[src/hdl/ptm_pkg.sv]
// package: register map, field layout, reset values and types of the periodic timer
// Behaviour
// - Mode 11 runs as compare-match mode with the same flags, pin released.
// - Timer/counter mode releases the output pin for other use.
// - Mode 10 gives fixed-frequency PWM with programmable duty.
// - PWM: period match clears the counter; compare value sets the duty.
// - Period 1..1023 gives that many counts; period 0 gives 1024.
// - Duty value at or above period keeps PWM active all period.
// - PWM: each comparator match sets its own flag.
// - PWM: level bit picks active high/low; action passes PWM or forces pin.
// - Invert bit inverts the waveform on the output pin.
// - PWM counter keeps running while action forces the pin (00, 01).
// - Clear source select is ignored in PWM mode.
// - Single pulse: run rising starts counter and the pulse leading edge.
// - Single pulse: trigger pin active edge sets the run bit.
// - Single pulse: compare match or software clears run, ending the pulse.
// - Single pulse: compare match raises the compare flag.
// - Single pulse: counter returns to zero only on run rising edge.
// - Single pulse: period comparator and clear select have no effect.
// - Compare mode: run rising edge restores the pin to its initial level.
// - Compare mode, clear select 1: compare match clears; no period flag.
// - Compare mode: pin changes only on compare-value match or run rising edge.
// - Compare value zero: counter overflows at 3FF, no compare flag.
// - Compare mode action: 00 no change, 01 low, 10 high, 11 toggle.
// - Single pulse: level bit sets the pin level while run is high.
package ptm_pkg;
  localparam int          CNT_W       = 10;
  localparam int          SEL_W       = 3;
  // register byte offsets
  localparam logic [7:0]  OFF_CTRL0   = 8'h00;
  localparam logic [7:0]  OFF_CTRL1   = 8'h04;
  localparam logic [7:0]  OFF_COUNT   = 8'h08;
  localparam logic [7:0]  OFF_CMPA    = 8'h0c;
  localparam logic [7:0]  OFF_PERIOD  = 8'h10;
  localparam logic [7:0]  OFF_STATUS  = 8'h14;
  // timer control zero
  localparam int          C0_RUN      = 0;
  localparam int          C0_CKSEL    = 1;
  localparam int          C0_TRIGRISE = 4;
  // timer_ctrl_one
  localparam int          C1_CLRSEL   = 0;
  localparam int          C1_INVERT   = 2;
  localparam int          C1_LEVEL    = 3;
  localparam int          C1_ACTION   = 4;
  localparam int          C1_MODE     = 6;
  // status
  localparam int          ST_AFLAG    = 0;
  localparam int          ST_PFLAG    = 1;
  localparam int          ST_PIN      = 2;
  localparam int          ST_RUN      = 3;
  // reset values
  localparam logic [7:0]  CTRL0_RST   = 8'h00;
  localparam logic [7:0]  CTRL1_RST   = 8'h00;
  localparam logic [9:0]  CMPA_RST    = 10'h000;
  localparam logic [9:0]  PERIOD_RST  = 10'h000;
  localparam logic [10:0] FULL_PERIOD = 11'h400;

  typedef enum logic [1:0] {
    PTM_MODE_CMP  = 2'b00,
    PTM_MODE_RSVD = 2'b01,
    PTM_MODE_PWM  = 2'b10,
    PTM_MODE_TMR  = 2'b11
  } ptm_mode_t;

  typedef enum logic [1:0] {
    PTM_ACT_A = 2'b00,
    PTM_ACT_B = 2'b01,
    PTM_ACT_C = 2'b10,
    PTM_ACT_D = 2'b11
  } ptm_act_t;
endpackage

[src/hdl/ptm_tick_if.sv]
// interface: tick and trigger signals between timer core and helpers
`timescale 1ns/100ps
interface ptm_tick_if;
  logic [2:0] clkSel;
  logic       trigRise;
  logic       tick;
  logic       trigEvt;
  modport core  (output clkSel, output trigRise, input tick, input trigEvt);
  modport presc (input clkSel, output tick);
  modport edet  (input trigRise, output trigEvt);
endinterface

[src/hdl/ptm_prescaler.sv]
// module: timer clock prescaler, one-cycle tick every 2**clkSel clocks
`timescale 1ns/100ps
module ptm_prescaler
(
  input  logic     clock,   // system clock
  input  logic     nrst,    // async reset, low
  ptm_tick_if.presc tb      // select in, tick out
);
  typedef struct packed
  {
    logic [7:0] cnt;
    logic       tick;
  } ptm_presc_t;

  ptm_presc_t s;
  ptm_presc_t n;
  logic [7:0] mask;

  assign mask    = 8'((9'h001 << tb.clkSel) - 9'h001);
  assign tb.tick = s.tick;

  always_comb
  begin
    n      = s;
    n.cnt  = s.cnt + 8'h01;
    n.tick = ((s.cnt & mask) == mask);
  end

  always_ff @(posedge clock or negedge nrst)
  begin
    if (!nrst)
      s <= '0;
    else
      s <= n;
  end
endmodule

[src/hdl/ptm_edge_det.sv]
// module: active-edge detector for the external trigger pin
`timescale 1ns/100ps
module ptm_edge_det
(
  input  logic    clock,         // system clock
  input  logic    nrst,          // async reset, low
  input  logic    extTriggerPin, // trigger pin, synchronous
  ptm_tick_if.edet tb            // edge select in, event out
);
  typedef struct packed
  {
    logic prev;
    logic evt;
  } ptm_edge_t;

  ptm_edge_t s;
  ptm_edge_t n;

  assign tb.trigEvt = s.evt;

  always_comb
  begin
    n      = s;
    n.prev = extTriggerPin;
    n.evt  = tb.trigRise ? (extTriggerPin & ~s.prev) : (~extTriggerPin & s.prev);
  end

  always_ff @(posedge clock or negedge nrst)
  begin
    if (!nrst)
      s <= '0;
    else
      s <= n;
  end
endmodule

[src/hdl/ptm_timer.sv]
// module: periodic timer top, apb registers, counter, comparators, output pin
`timescale 1ns/100ps
module ptm_timer
(
  input  logic        clock,         // system clock, 25 MHz
  input  logic        nrst,          // async reset, low
  input  logic [7:0]  paddr,         // apb byte address
  input  logic        psel,          // apb select
  input  logic        penable,       // apb access phase
  input  logic        pwrite,        // apb direction, 1 write
  input  logic [31:0] pwdata,        // apb write data
  output logic [31:0] prdata,        // apb read data
  output logic        pready,        // apb ready, always high
  output logic        pslverr,       // apb error on unmapped address
  input  logic        extTriggerPin, // external trigger input
  output logic        outPin,        // output pin level
  output logic        outPinOeN,     // output enable, low drives
  output logic        cmpAEvt,       // compare-value match, one clock
  output logic        cmpPEvt,       // period match, one clock
  output logic        cmpAFlag,      // sticky compare-value flag
  output logic        cmpPFlag       // sticky period flag
);
  typedef struct packed
  {
    logic                 run;
    logic                 runQ;
    logic [2:0]           clkSel;
    logic                 trigRise;
    ptm_pkg::ptm_mode_t   mode;
    ptm_pkg::ptm_act_t    act;
    logic                 level;
    logic                 invert;
    logic                 clrSel;
    logic [9:0]           cmpA;
    logic [9:0]           period;
    logic [9:0]           cnt;
    logic                 cmpLevel;
    logic                 aFlag;
    logic                 pFlag;
    logic                 aEvt;
    logic                 pEvt;
    logic                 pin;
    logic                 pinOeN;
    logic [31:0]          rdata;
    logic                 slvErr;
  } ptm_state_t;

  ptm_state_t s;
  ptm_state_t n;

  ptm_tick_if tb ();

  ptm_prescaler u_presc
  (
    .clock (clock),
    .nrst  (nrst),
    .tb    (tb)
  );

  ptm_edge_det u_edge
  (
    .clock         (clock),
    .nrst          (nrst),
    .extTriggerPin (extTriggerPin),
    .tb            (tb)
  );

  assign tb.clkSel   = s.clkSel;
  assign tb.trigRise = s.trigRise;

  // bus decode
  logic        setup;
  logic        wrAcc;
  logic        mapped;
  logic [31:0] rdMux;

  assign setup  = psel & ~penable;
  assign wrAcc  = psel & penable & pwrite;
  assign mapped = (paddr == ptm_pkg::OFF_CTRL0) || (paddr == ptm_pkg::OFF_CTRL1) ||
                  (paddr == ptm_pkg::OFF_COUNT) || (paddr == ptm_pkg::OFF_CMPA) ||
                  (paddr == ptm_pkg::OFF_PERIOD) || (paddr == ptm_pkg::OFF_STATUS);

  always_comb
  begin
    rdMux = 32'h0000_0000;
    unique case (paddr)
      ptm_pkg::OFF_CTRL0:
      begin
        rdMux[ptm_pkg::C0_RUN]                 = s.run;
        rdMux[ptm_pkg::C0_CKSEL +: 3]          = s.clkSel;
        rdMux[ptm_pkg::C0_TRIGRISE]            = s.trigRise;
      end
      ptm_pkg::OFF_CTRL1:
      begin
        rdMux[ptm_pkg::C1_CLRSEL]              = s.clrSel;
        rdMux[ptm_pkg::C1_INVERT]              = s.invert;
        rdMux[ptm_pkg::C1_LEVEL]               = s.level;
        rdMux[ptm_pkg::C1_ACTION +: 2]         = s.act;
        rdMux[ptm_pkg::C1_MODE +: 2]           = s.mode;
      end
      ptm_pkg::OFF_COUNT:  rdMux[9:0] = s.cnt;
      ptm_pkg::OFF_CMPA:   rdMux[9:0] = s.cmpA;
      ptm_pkg::OFF_PERIOD: rdMux[9:0] = s.period;
      ptm_pkg::OFF_STATUS:
      begin
        rdMux[ptm_pkg::ST_AFLAG]               = s.aFlag;
        rdMux[ptm_pkg::ST_PFLAG]               = s.pFlag;
        rdMux[ptm_pkg::ST_PIN]                 = s.pin;
        rdMux[ptm_pkg::ST_RUN]                 = s.run;
      end
      default: rdMux = 32'h0000_0000;
    endcase
  end

  // comparators
  logic        runRise;
  logic        spMode;
  logic        aHit;
  logic        pHit;
  logic [9:0]  cntInc;
  logic [10:0] perFull;
  logic        pwmActive;
  logic        pwmLvl;

  assign runRise = s.run & ~s.runQ;
  assign spMode  = (s.mode == ptm_pkg::PTM_MODE_PWM) && (s.act == ptm_pkg::PTM_ACT_D);
  assign cntInc  = s.cnt + 10'h001;
  // a zero compare value never matches, so the counter wraps at 3ff
  assign aHit    = (s.cmpA != 10'h000) && (cntInc == s.cmpA);
  // period zero: the last count is 3ff, giving 1024 counts
  assign pHit    = (cntInc == s.period);
  assign perFull = (s.period == 10'h000) ? ptm_pkg::FULL_PERIOD : {1'b0, s.period};
  assign pwmActive = ({1'b0, s.cmpA} >= perFull) || (s.cnt < s.cmpA);
  assign pwmLvl  = s.level ? pwmActive : ~pwmActive;

  always_comb
  begin
    n      = s;
    n.aEvt = 1'b0;
    n.pEvt = 1'b0;
    n.runQ = s.run;

    // counter and comparator events
    if (runRise)
    begin
      n.cnt      = 10'h000;
      n.cmpLevel = s.level;
    end
    else if (s.run && tb.tick)
    begin
      unique case (s.mode)
        ptm_pkg::PTM_MODE_PWM:
        begin
          if (spMode)
          begin
            // no clear here: only a run rising edge restarts from zero
            n.cnt  = cntInc;
            n.aEvt = aHit;
          end
          else
          begin
            n.aEvt = aHit;
            n.pEvt = pHit;
            n.cnt  = pHit ? 10'h000 : cntInc;
          end
        end
        default:
        begin
          n.aEvt = aHit;
          if (s.clrSel)
            n.cnt = aHit ? 10'h000 : cntInc;
          else
          begin
            n.pEvt = pHit;
            n.cnt  = pHit ? 10'h000 : cntInc;
          end
          if (aHit && s.mode == ptm_pkg::PTM_MODE_CMP)
          begin
            unique case (s.act)
              ptm_pkg::PTM_ACT_A: n.cmpLevel = s.cmpLevel;
              ptm_pkg::PTM_ACT_B: n.cmpLevel = 1'b0;
              ptm_pkg::PTM_ACT_C: n.cmpLevel = 1'b1;
              ptm_pkg::PTM_ACT_D: n.cmpLevel = ~s.cmpLevel;
            endcase
          end
        end
      endcase
    end

    // apb read data and error are captured in the setup cycle
    if (setup)
    begin
      n.rdata  = pwrite ? 32'h0000_0000 : rdMux;
      n.slvErr = ~mapped;
    end

    // register writes
    if (wrAcc)
    begin
      unique case (paddr)
        ptm_pkg::OFF_CTRL0:
        begin
          n.run      = pwdata[ptm_pkg::C0_RUN];
          n.clkSel   = pwdata[ptm_pkg::C0_CKSEL +: 3];
          n.trigRise = pwdata[ptm_pkg::C0_TRIGRISE];
        end
        ptm_pkg::OFF_CTRL1:
        begin
          n.clrSel = pwdata[ptm_pkg::C1_CLRSEL];
          n.invert = pwdata[ptm_pkg::C1_INVERT];
          n.level  = pwdata[ptm_pkg::C1_LEVEL];
          n.act    = ptm_pkg::ptm_act_t'(pwdata[ptm_pkg::C1_ACTION +: 2]);
          n.mode   = ptm_pkg::ptm_mode_t'(pwdata[ptm_pkg::C1_MODE +: 2]);
        end
        ptm_pkg::OFF_CMPA:   n.cmpA   = pwdata[9:0];
        ptm_pkg::OFF_PERIOD: n.period = pwdata[9:0];
        ptm_pkg::OFF_STATUS:
        begin
          // write one to clear
          if (pwdata[ptm_pkg::ST_AFLAG])
            n.aFlag = 1'b0;
          if (pwdata[ptm_pkg::ST_PFLAG])
            n.pFlag = 1'b0;
        end
        default: n.run = n.run;
      endcase
    end

    // hardware run control after software, so the trigger set wins
    if (spMode && n.aEvt)
      n.run = 1'b0;
    if (spMode && tb.trigEvt)
      n.run = 1'b1;

    // sticky flags: a new event beats a clear in the same cycle
    if (n.aEvt)
      n.aFlag = 1'b1;
    if (n.pEvt)
      n.pFlag = 1'b1;

    // output pin
    n.pinOeN = 1'b0;
    unique case (s.mode)
      ptm_pkg::PTM_MODE_CMP:
        n.pin = s.cmpLevel ^ s.invert;
      ptm_pkg::PTM_MODE_PWM:
      begin
        unique case (s.act)
          ptm_pkg::PTM_ACT_A: n.pin = 1'b0 ^ s.invert;
          ptm_pkg::PTM_ACT_B: n.pin = 1'b1 ^ s.invert;
          ptm_pkg::PTM_ACT_C: n.pin = pwmLvl ^ s.invert;
          ptm_pkg::PTM_ACT_D: n.pin = (s.run ? s.level : ~s.level) ^ s.invert;
        endcase
      end
      default:
      begin
        // released so the pin can serve another function
        n.pin    = 1'b0;
        n.pinOeN = 1'b1;
      end
    endcase
  end

  always_ff @(posedge clock or negedge nrst)
  begin
    if (!nrst)
    begin
      s          <= '0;
      s.clkSel   <= ptm_pkg::CTRL0_RST[ptm_pkg::C0_CKSEL +: 3];
      s.mode     <= ptm_pkg::PTM_MODE_CMP;
      s.act      <= ptm_pkg::PTM_ACT_A;
      s.cmpA     <= ptm_pkg::CMPA_RST;
      s.period   <= ptm_pkg::PERIOD_RST;
      s.pinOeN   <= 1'b1;
    end
    else
      s <= n;
  end

  assign prdata    = s.rdata;
  assign pready    = 1'b1;
  assign pslverr   = s.slvErr & psel & penable;
  assign outPin    = s.pin;
  assign outPinOeN = s.pinOeN;
  assign cmpAEvt   = s.aEvt;
  assign cmpPEvt   = s.pEvt;
  assign cmpAFlag  = s.aFlag;
  assign cmpPFlag  = s.pFlag;
endmodule

[config.mk]
export PLATFORM = sky130hd
export DESIGN_NAME = ptm_timer
export DESIGN_NICKNAME = d
export VERILOG_FILES = /design/src/hdl/ptm_pkg.sv /design/src/hdl/ptm_tick_if.sv /design/src/hdl/ptm_prescaler.sv /design/src/hdl/ptm_edge_det.sv /design/src/hdl/ptm_timer.sv
export SDC_FILE = /design/constraint.sdc
export NUM_CORES = 1
export LEC_CHECK = 0
export BUFFER_PORTS_ARGS = -buffer_cell sky130_fd_sc_hd__buf_2
export CAP_MARGIN = 20
export CORE_MARGIN = 5
export CORE_UTILIZATION = 35
export CTS_CLUSTER_SIZE = 28
export DETAILED_ROUTE_END_ITERATION = 12
export HOLD_SLACK_MARGIN = 0.02
export PLACE_DENSITY = 0.54
export SETUP_SLACK_MARGIN = 0.2
export SYNTH_ARGS = -nofsm -noshare
export SYNTH_HDL_FRONTEND = slang
export SYNTH_SLANG_ARGS = --single-unit
[constraint.sdc]
create_clock -name clock -period 5.8 [get_ports clock]
set_input_delay 1.16 -clock clock [delete_from_list [all_inputs] [get_ports clock]]
set_output_delay 1.16 -clock clock [all_outputs]
set_load 0.03 [all_outputs]
Yosys cells after proc, flatten, opt, wreduce, memory -nomap -nowiden
Index checks and enable logic that the tools add are counted.
{ "word_totals": {"regBits": 94, "latchBits": 0, "mem_bits_rw": 0, "rom_bits": 0, "output_inout_bits": 40, "elab_cells": 141, "n_memories": 0} }
{ "classes": {"addsub": 3, "n_mul": 0, "n_div": 0, "n_lt_le_gt_ge": 2, "n_eq_ne": 14, "shifts": 1, "muxes": 39, "n_bitwise": 21, "n_reduce_logical": 36} }
{ "ops": {"columns": ["op", "n"], "rows": [
  ["2-to-1 mux 10 bit", 6],
  ["2-to-1 mux 11 bit", 3],
  ["== test 10 bit", 2],
  ["2-to-1 mux 1 bit", 17],
  ["== test 8 x 4 -> 1 bit (second input constant)", 2],
  ["== test 8 x 5 -> 1 bit (second input constant)", 2],
  ["nonzero test 2 bit", 8],
  ["one-hot mux 2 bit (6 select lines)", 1],
  ["one-hot mux 3 bit (4 select lines)", 1],
  ["greater-or-equal comparator 10 x 11 -> 1 bit", 1],
  ["adder 10 x 1 -> 10 bit (second input constant)", 1],
  ["logical NOT 10 bit", 1],
  ["< comparator 10 bit", 1],
  ["one-hot mux 1 bit (5 select lines)", 2],
  ["AND reduction 2 bit", 5],
  ["nonzero test 10 bit", 1],
  ["NOT 1 bit", 9],
  ["adder 8 x 1 -> 8 bit (second input constant)", 1],
  ["bitwise AND 1 bit", 8],
  ["bitwise AND 8 bit", 1],
  ["== test 8 x 3 -> 1 bit (second input constant)", 1],
  ["== test 8 bit", 1],
  ["logical NOT 8 bit", 1],
  ["2-to-1 mux 2 bit", 4],
  ["other kinds (18)", 36]
]} }

Longest topological paths before layout
{ "logic_depth": {"depth_word": 9, "mapped_depth": 11, "ltp_nobuf": 9} }

Hierarchy
A second synthesis with hierarchy kept.
{ "unflattened": {"hier_cells": 506, "area_unflattened_um2": 4794.6} }
{ "modules_own_cells": {"columns": ["module", "instances", "cells_each", "area_each_um2", "seq_area_each_um2"], "rows": [
  ["ptm_timer", 1, 468, 4365.4, 1527.7],
  ["ptm_prescaler", 1, 33, 356.6, 200.2],
  ["ptm_edge_det", 1, 5, 72.6, 50.0]
]} }

Worst setup path before layout
No wires, ideal clock.
{ "synth_path": {"kind": "input -> register", "start": "input paddr[1]", "end": "register s[71] in the netlist's numbering", "setup_time_ns": 0.128, "arrival_ns": 2.750, "required_ns": 5.672, "slack_ns": 2.923, "cell_stages": 7, "path_buffers": 1, "cell_sequence": "nor3_1 -> nand2_1 -> or3_1 -> clkbuf_1 -> nor2_1 -> nand2_1 -> mux2_1"} }
{ "synth_via": {"elab_chain_len": 2} }
{ "synth_lines": {"columns": ["item", "line_no", "rtl"], "rows": [
  ["start, declared", "ptm_timer.sv:7", "input logic [7:0] paddr,"],
  ["== test 8 x 3 -> 1 bit", "ptm_timer.sv:200", "unique case (paddr)"],
  ["AND reduction 2 bit (no source line)", null, null],
  ["end signal, assigned", "ptm_timer.sv:277", "s <= n;"],
  ["end, declared", "ptm_timer.sv:48", "ptm_state_t s;"]
]} }
Every way passes these cells.
A chain may end at the register's enable or synchronous reset.

Worst setup path after layout
{ "layout_path": {"start": "register s[40] in the netlist's numbering", "end": "register s[42] in the netlist's numbering"} }
{ "layout_via": {"elab_chain_len": 8, "word_cells_on_any_way": 11} }
{ "layout_lines": {"columns": ["item", "line_no", "rtl"], "rows": [
  ["adder 10 x 1 -> 10 bit (*)", "ptm_timer.sv:127", "assign cntInc = s.cnt + 10'h001;"],
  ["== test 10 bit", "ptm_timer.sv:129", "assign aHit = (s.cmpA != 10'h000) && (cntInc == s.cmpA);"],
  ["logical AND 1 bit", "ptm_timer.sv:129", null],
  ["2-to-1 mux 10 bit", "ptm_timer.sv:171", "n.cnt = aHit ? 10'h000 : cntInc;"],
  ["2-to-1 mux 10 bit", "ptm_timer.sv:170", "if (s.clrSel)"],
  ["2-to-1 mux 10 bit (*)", "ptm_timer.sv:151", "unique case (s.mode)"],
  ["2-to-1 mux 11 bit (*)", "ptm_timer.sv:149", "else if (s.run && tb.tick)"],
  ["2-to-1 mux 11 bit (*)", "ptm_timer.sv:144", "if (runRise)"]
]} }
Every way passes the cells marked *; elsewhere a longest branch is shown, timed or not. The select of a mux whose other input is x is not followed.

==> results.txt <==
Flop pwr share = 0.399
Drt first pass iters = 5
Synth area leader = dfrtp_1
I/O Buffers = 40
Switching share of total power = 0.309
Hold WS = 0.481 ns
Largest net degree at the start of global routing = 72
Leakage = 0.00241 uW
Chip height = 128 um
Filler instances = 1,381
Clock root cell = clkbuf_16
Main flop type after synthesis = dfrtp_1
Area contributors post-synth = dfrtp_1, ha_1, o21ai_0
Worst-margin pin slew = 0.921 ns
Slew Viols, Final = 0
Routed Antenna Nets = 0
Die width = 128 um
Clock power frac = 0.414
GP Congestion = 0.883
Wirelength per Cell = 17.6 um
Post-synth ARST share = 1.00
Hold Buf Count CTS = 0
Crit start category = register
N_diodes = 0
Logic gate share of total power = 0.187
Worst Clk Skew = 0.00774 ns
PostCTS Resize Cnt = 0
TritonCTS Buffers = 9
Setup TNS = 0 ns
I/O pin total = 86
Reg area = 1780 um^2
Final #Nets = 639
Setup bufs post-CTS = 0
GRT Resource Usage Total = 0.164
Commonest cells in the netlist = dfrtp_1, nand2_1, o21ai_0
Mapped Area = 4850 um^2
Netlist cell types = 70
HP Class = register to register
Final instance area = 5350 um^2
Clock Latency Late Sink = 0.34 ns
Internal power = 1010 uW
Psw = 455 uW
Post-synth EDFFs = 0
Max-cap violations = 0
Layout cells sized above 1 = 0.146
CP required = 6.01 ns
Vias per std cell = 5.45
DP Area = 5020 um^2
Drt drc = 0
Tcrit/Tclk final = 0.532
Max clock buf depth = 2
Area share of the largest cell type after synthesis = 0.361
Synth warn = 0
Status = complete, no violations
Final hold violations = 0
Fin crit period = 3.09 ns
Number of global-route vias before repair = 3,763
Post-Synthesis Cells = 554
Relative slew margins = 0.386
Crit Path Class = register to register
Unrepaired setup endpoints after global routing = false
Die area = 16,300 um^2
Initial core utilization = 0.353
Layout area overhead = 10.3%
Site Rows = 43
CTS tree = built
Sinks on Clock Net = 71
H-tree Lvls = 3
Drt initial violations = 321
Syn_area_per_cell = 8.75 um^2
PwrDens = 275 nW/um^2
First-pass GRT wire length = 20,800 um
Final setup fails = 0
Core ar. = 13,700 um^2
CP arrival = 3.30 ns
Total wire length = 13,300 um
Final HPWL DP = 9780 um
Yosys reg bits = 71
GRT overflow = 0
Critical path endpoint category = register
Area occupied by multi-input gates = 2670 um^2
Worst vdd rail ir drop = 0.155 mV
Clock-pin slew on the worst setup and hold paths = 0.06 ns
Seq/Total Area, Yosys = 0.367
Total number of vias = 4,111
Fmax = 0.324 GHz
Worst-path fanout max = 11
Antenna violations before repair = 0
-- metrics by stage --
stage | setup slack, ns | cells | utilization | power [uW]
floorplan | 2.92 | 575 | - | 807
global placement | 2.52 | 738 | 0.366 | 862
detailed placement | 2.50 | 738 | 0.366 | 867
CTS | 2.74 | 753 | 0.389 | 1480
global route | 2.53 | 754 | 0.390 | 1540
finish | 2.71 | 754 | 0.390 | 1470
-- cell usage in the layout, fill, tap and decap left out, types with 3 or more instances in the layout --
master | Yosys | routed
nand2_1 | 70 | 70
dfrtp_1 | 70 | 70
nand3_1 | 13 | 13
conb_1 | 2 | 23
o22ai_1 | 6 | 6
xnor2_1 | 10 | 10
and3_1 | 4 | 4
ha_1 | 23 | 23
nor2_1 | 27 | 27
o21ai_1 | 8 | 8
mux2_2 | 10 | 10
a21o_1 | 3 | 3
clkinvlp_4 | 0 | 3
buf_4 | 35 | 4
xor2_1 | 15 | 15
nand2b_1 | 9 | 9
or3_1 | 4 | 4
a21oi_1 | 18 | 18
o211ai_1 | 4 | 4
nor4_1 | 6 | 6
a221oi_1 | 5 | 5
o21ai_0 | 57 | 57
clkbuf_16 | 0 | 9
mux2i_1 | 16 | 16
nand4_1 | 6 | 6
mux2_1 | 3 | 3
nor3_2 | 3 | 4
o2111ai_1 | 3 | 3
nor3_1 | 9 | 8
buf_2 | 9 | 39
inv_1 | 31 | 31
o221ai_1 | 3 | 3
and2_1 | 3 | 3
nor2b_1 | 5 | 5
-- routing by layer --
layer,global-route usage,vias to the layer above,wire length [um]
met2,0.249,152,5970
met1,0.229,2004,6230
met5,0,-,0
li1,-,1935,-
met3,0.0296,20,773
met4,0.0680,0,306
-- registers in the layout, summed over array words and instances (netlist names) --
signal and flops:
prdata 10, n 1, s 40, tb.trigRise 1
cmpAEvt 1, outPinOeN 1, tb.clkSel 3, u_edge.s 1
cmpPEvt 1, cmpPFlag 1, u_edge.tb.trigEvt 1, u_presc.tb.tick 1
outPin 1, cmpAFlag 1, u_presc.s 7
-- power groups by stage --
stage / Combinational, uW / Sequential [uW] / Clock (uW)
2_1_floorplan: 256 / 552 / 0
4_1_cts: 274 / 585 / 621
3_5_place_dp: 273 / 595 / 0
3_3_place_gp: 269 / 593 / 0
5_1_grt: 308 / 591 / 640
6_report: 274 / 587 / 608
-- worst paths after layout --
kind	startpoint	cells after the start	slack, ns	endpoint
worst max-delay path	s[40]$_DFFE_PN0N_	9	2.71	s[42]$_DFFE_PN0N_
worst min-delay path	prdata[5]$_DFFE_PN0P_	2	0.48	prdata[5]$_DFFE_PN0P_
worst max register to register	s[40]$_DFFE_PN0N_	9	2.71	s[42]$_DFFE_PN0N_
worst min register to register	prdata[5]$_DFFE_PN0P_	2	0.48	prdata[5]$_DFFE_PN0P_
max in group asynchronous	nrst	1	4.25	s[48]$_DFFE_PN0N_
min in group asynchronous	nrst	1	0.94	s[44]$_DFFE_PN0N_
-- final cells by class --
| type | instances | share of cell area |
|---|---|---|
| tap | 180 | 0.0421 |
| inverter | 32 | 0.0225 |
| clock buffer | 10 | 0.0447 |
| multi-input combinational | 412 | 0.499 |
| sequential | 71 | 0.332 |
| clock inverter | 5 | 0.0154 |
| timing repair buffer | 44 | 0.0442 |
-- kinds of logic (layout without fill, tap and decap cells) --
logic type	after synthesis	after routing	synth area share
multiplexers	29	29	0.0632
flip-flops	71	71	0.367
adder cells (fa/ha/maj)	23	23	0.0593
XOR/XNOR	26	26	0.0498
AO/OA/AOI/OAI	137	137	0.177
AND/OR/NAND/NOR	174	174	0.182
other	2	23	0.00155
buffers and inverters	92	91	0.101
-- critical path: stages, from the launching register on --
cell       delay (ns)
dfrtp_1          0.47
ha_1             0.37
nand2_1          0.20
or2_0            0.38
xnor2_1          0.19
nor4_1           0.48
o2111ai_1        0.18
buf_4            0.23
o21ai_2          0.32
o311ai_1         0.12
Note: power is estimated with default switching activity, not from simulation.
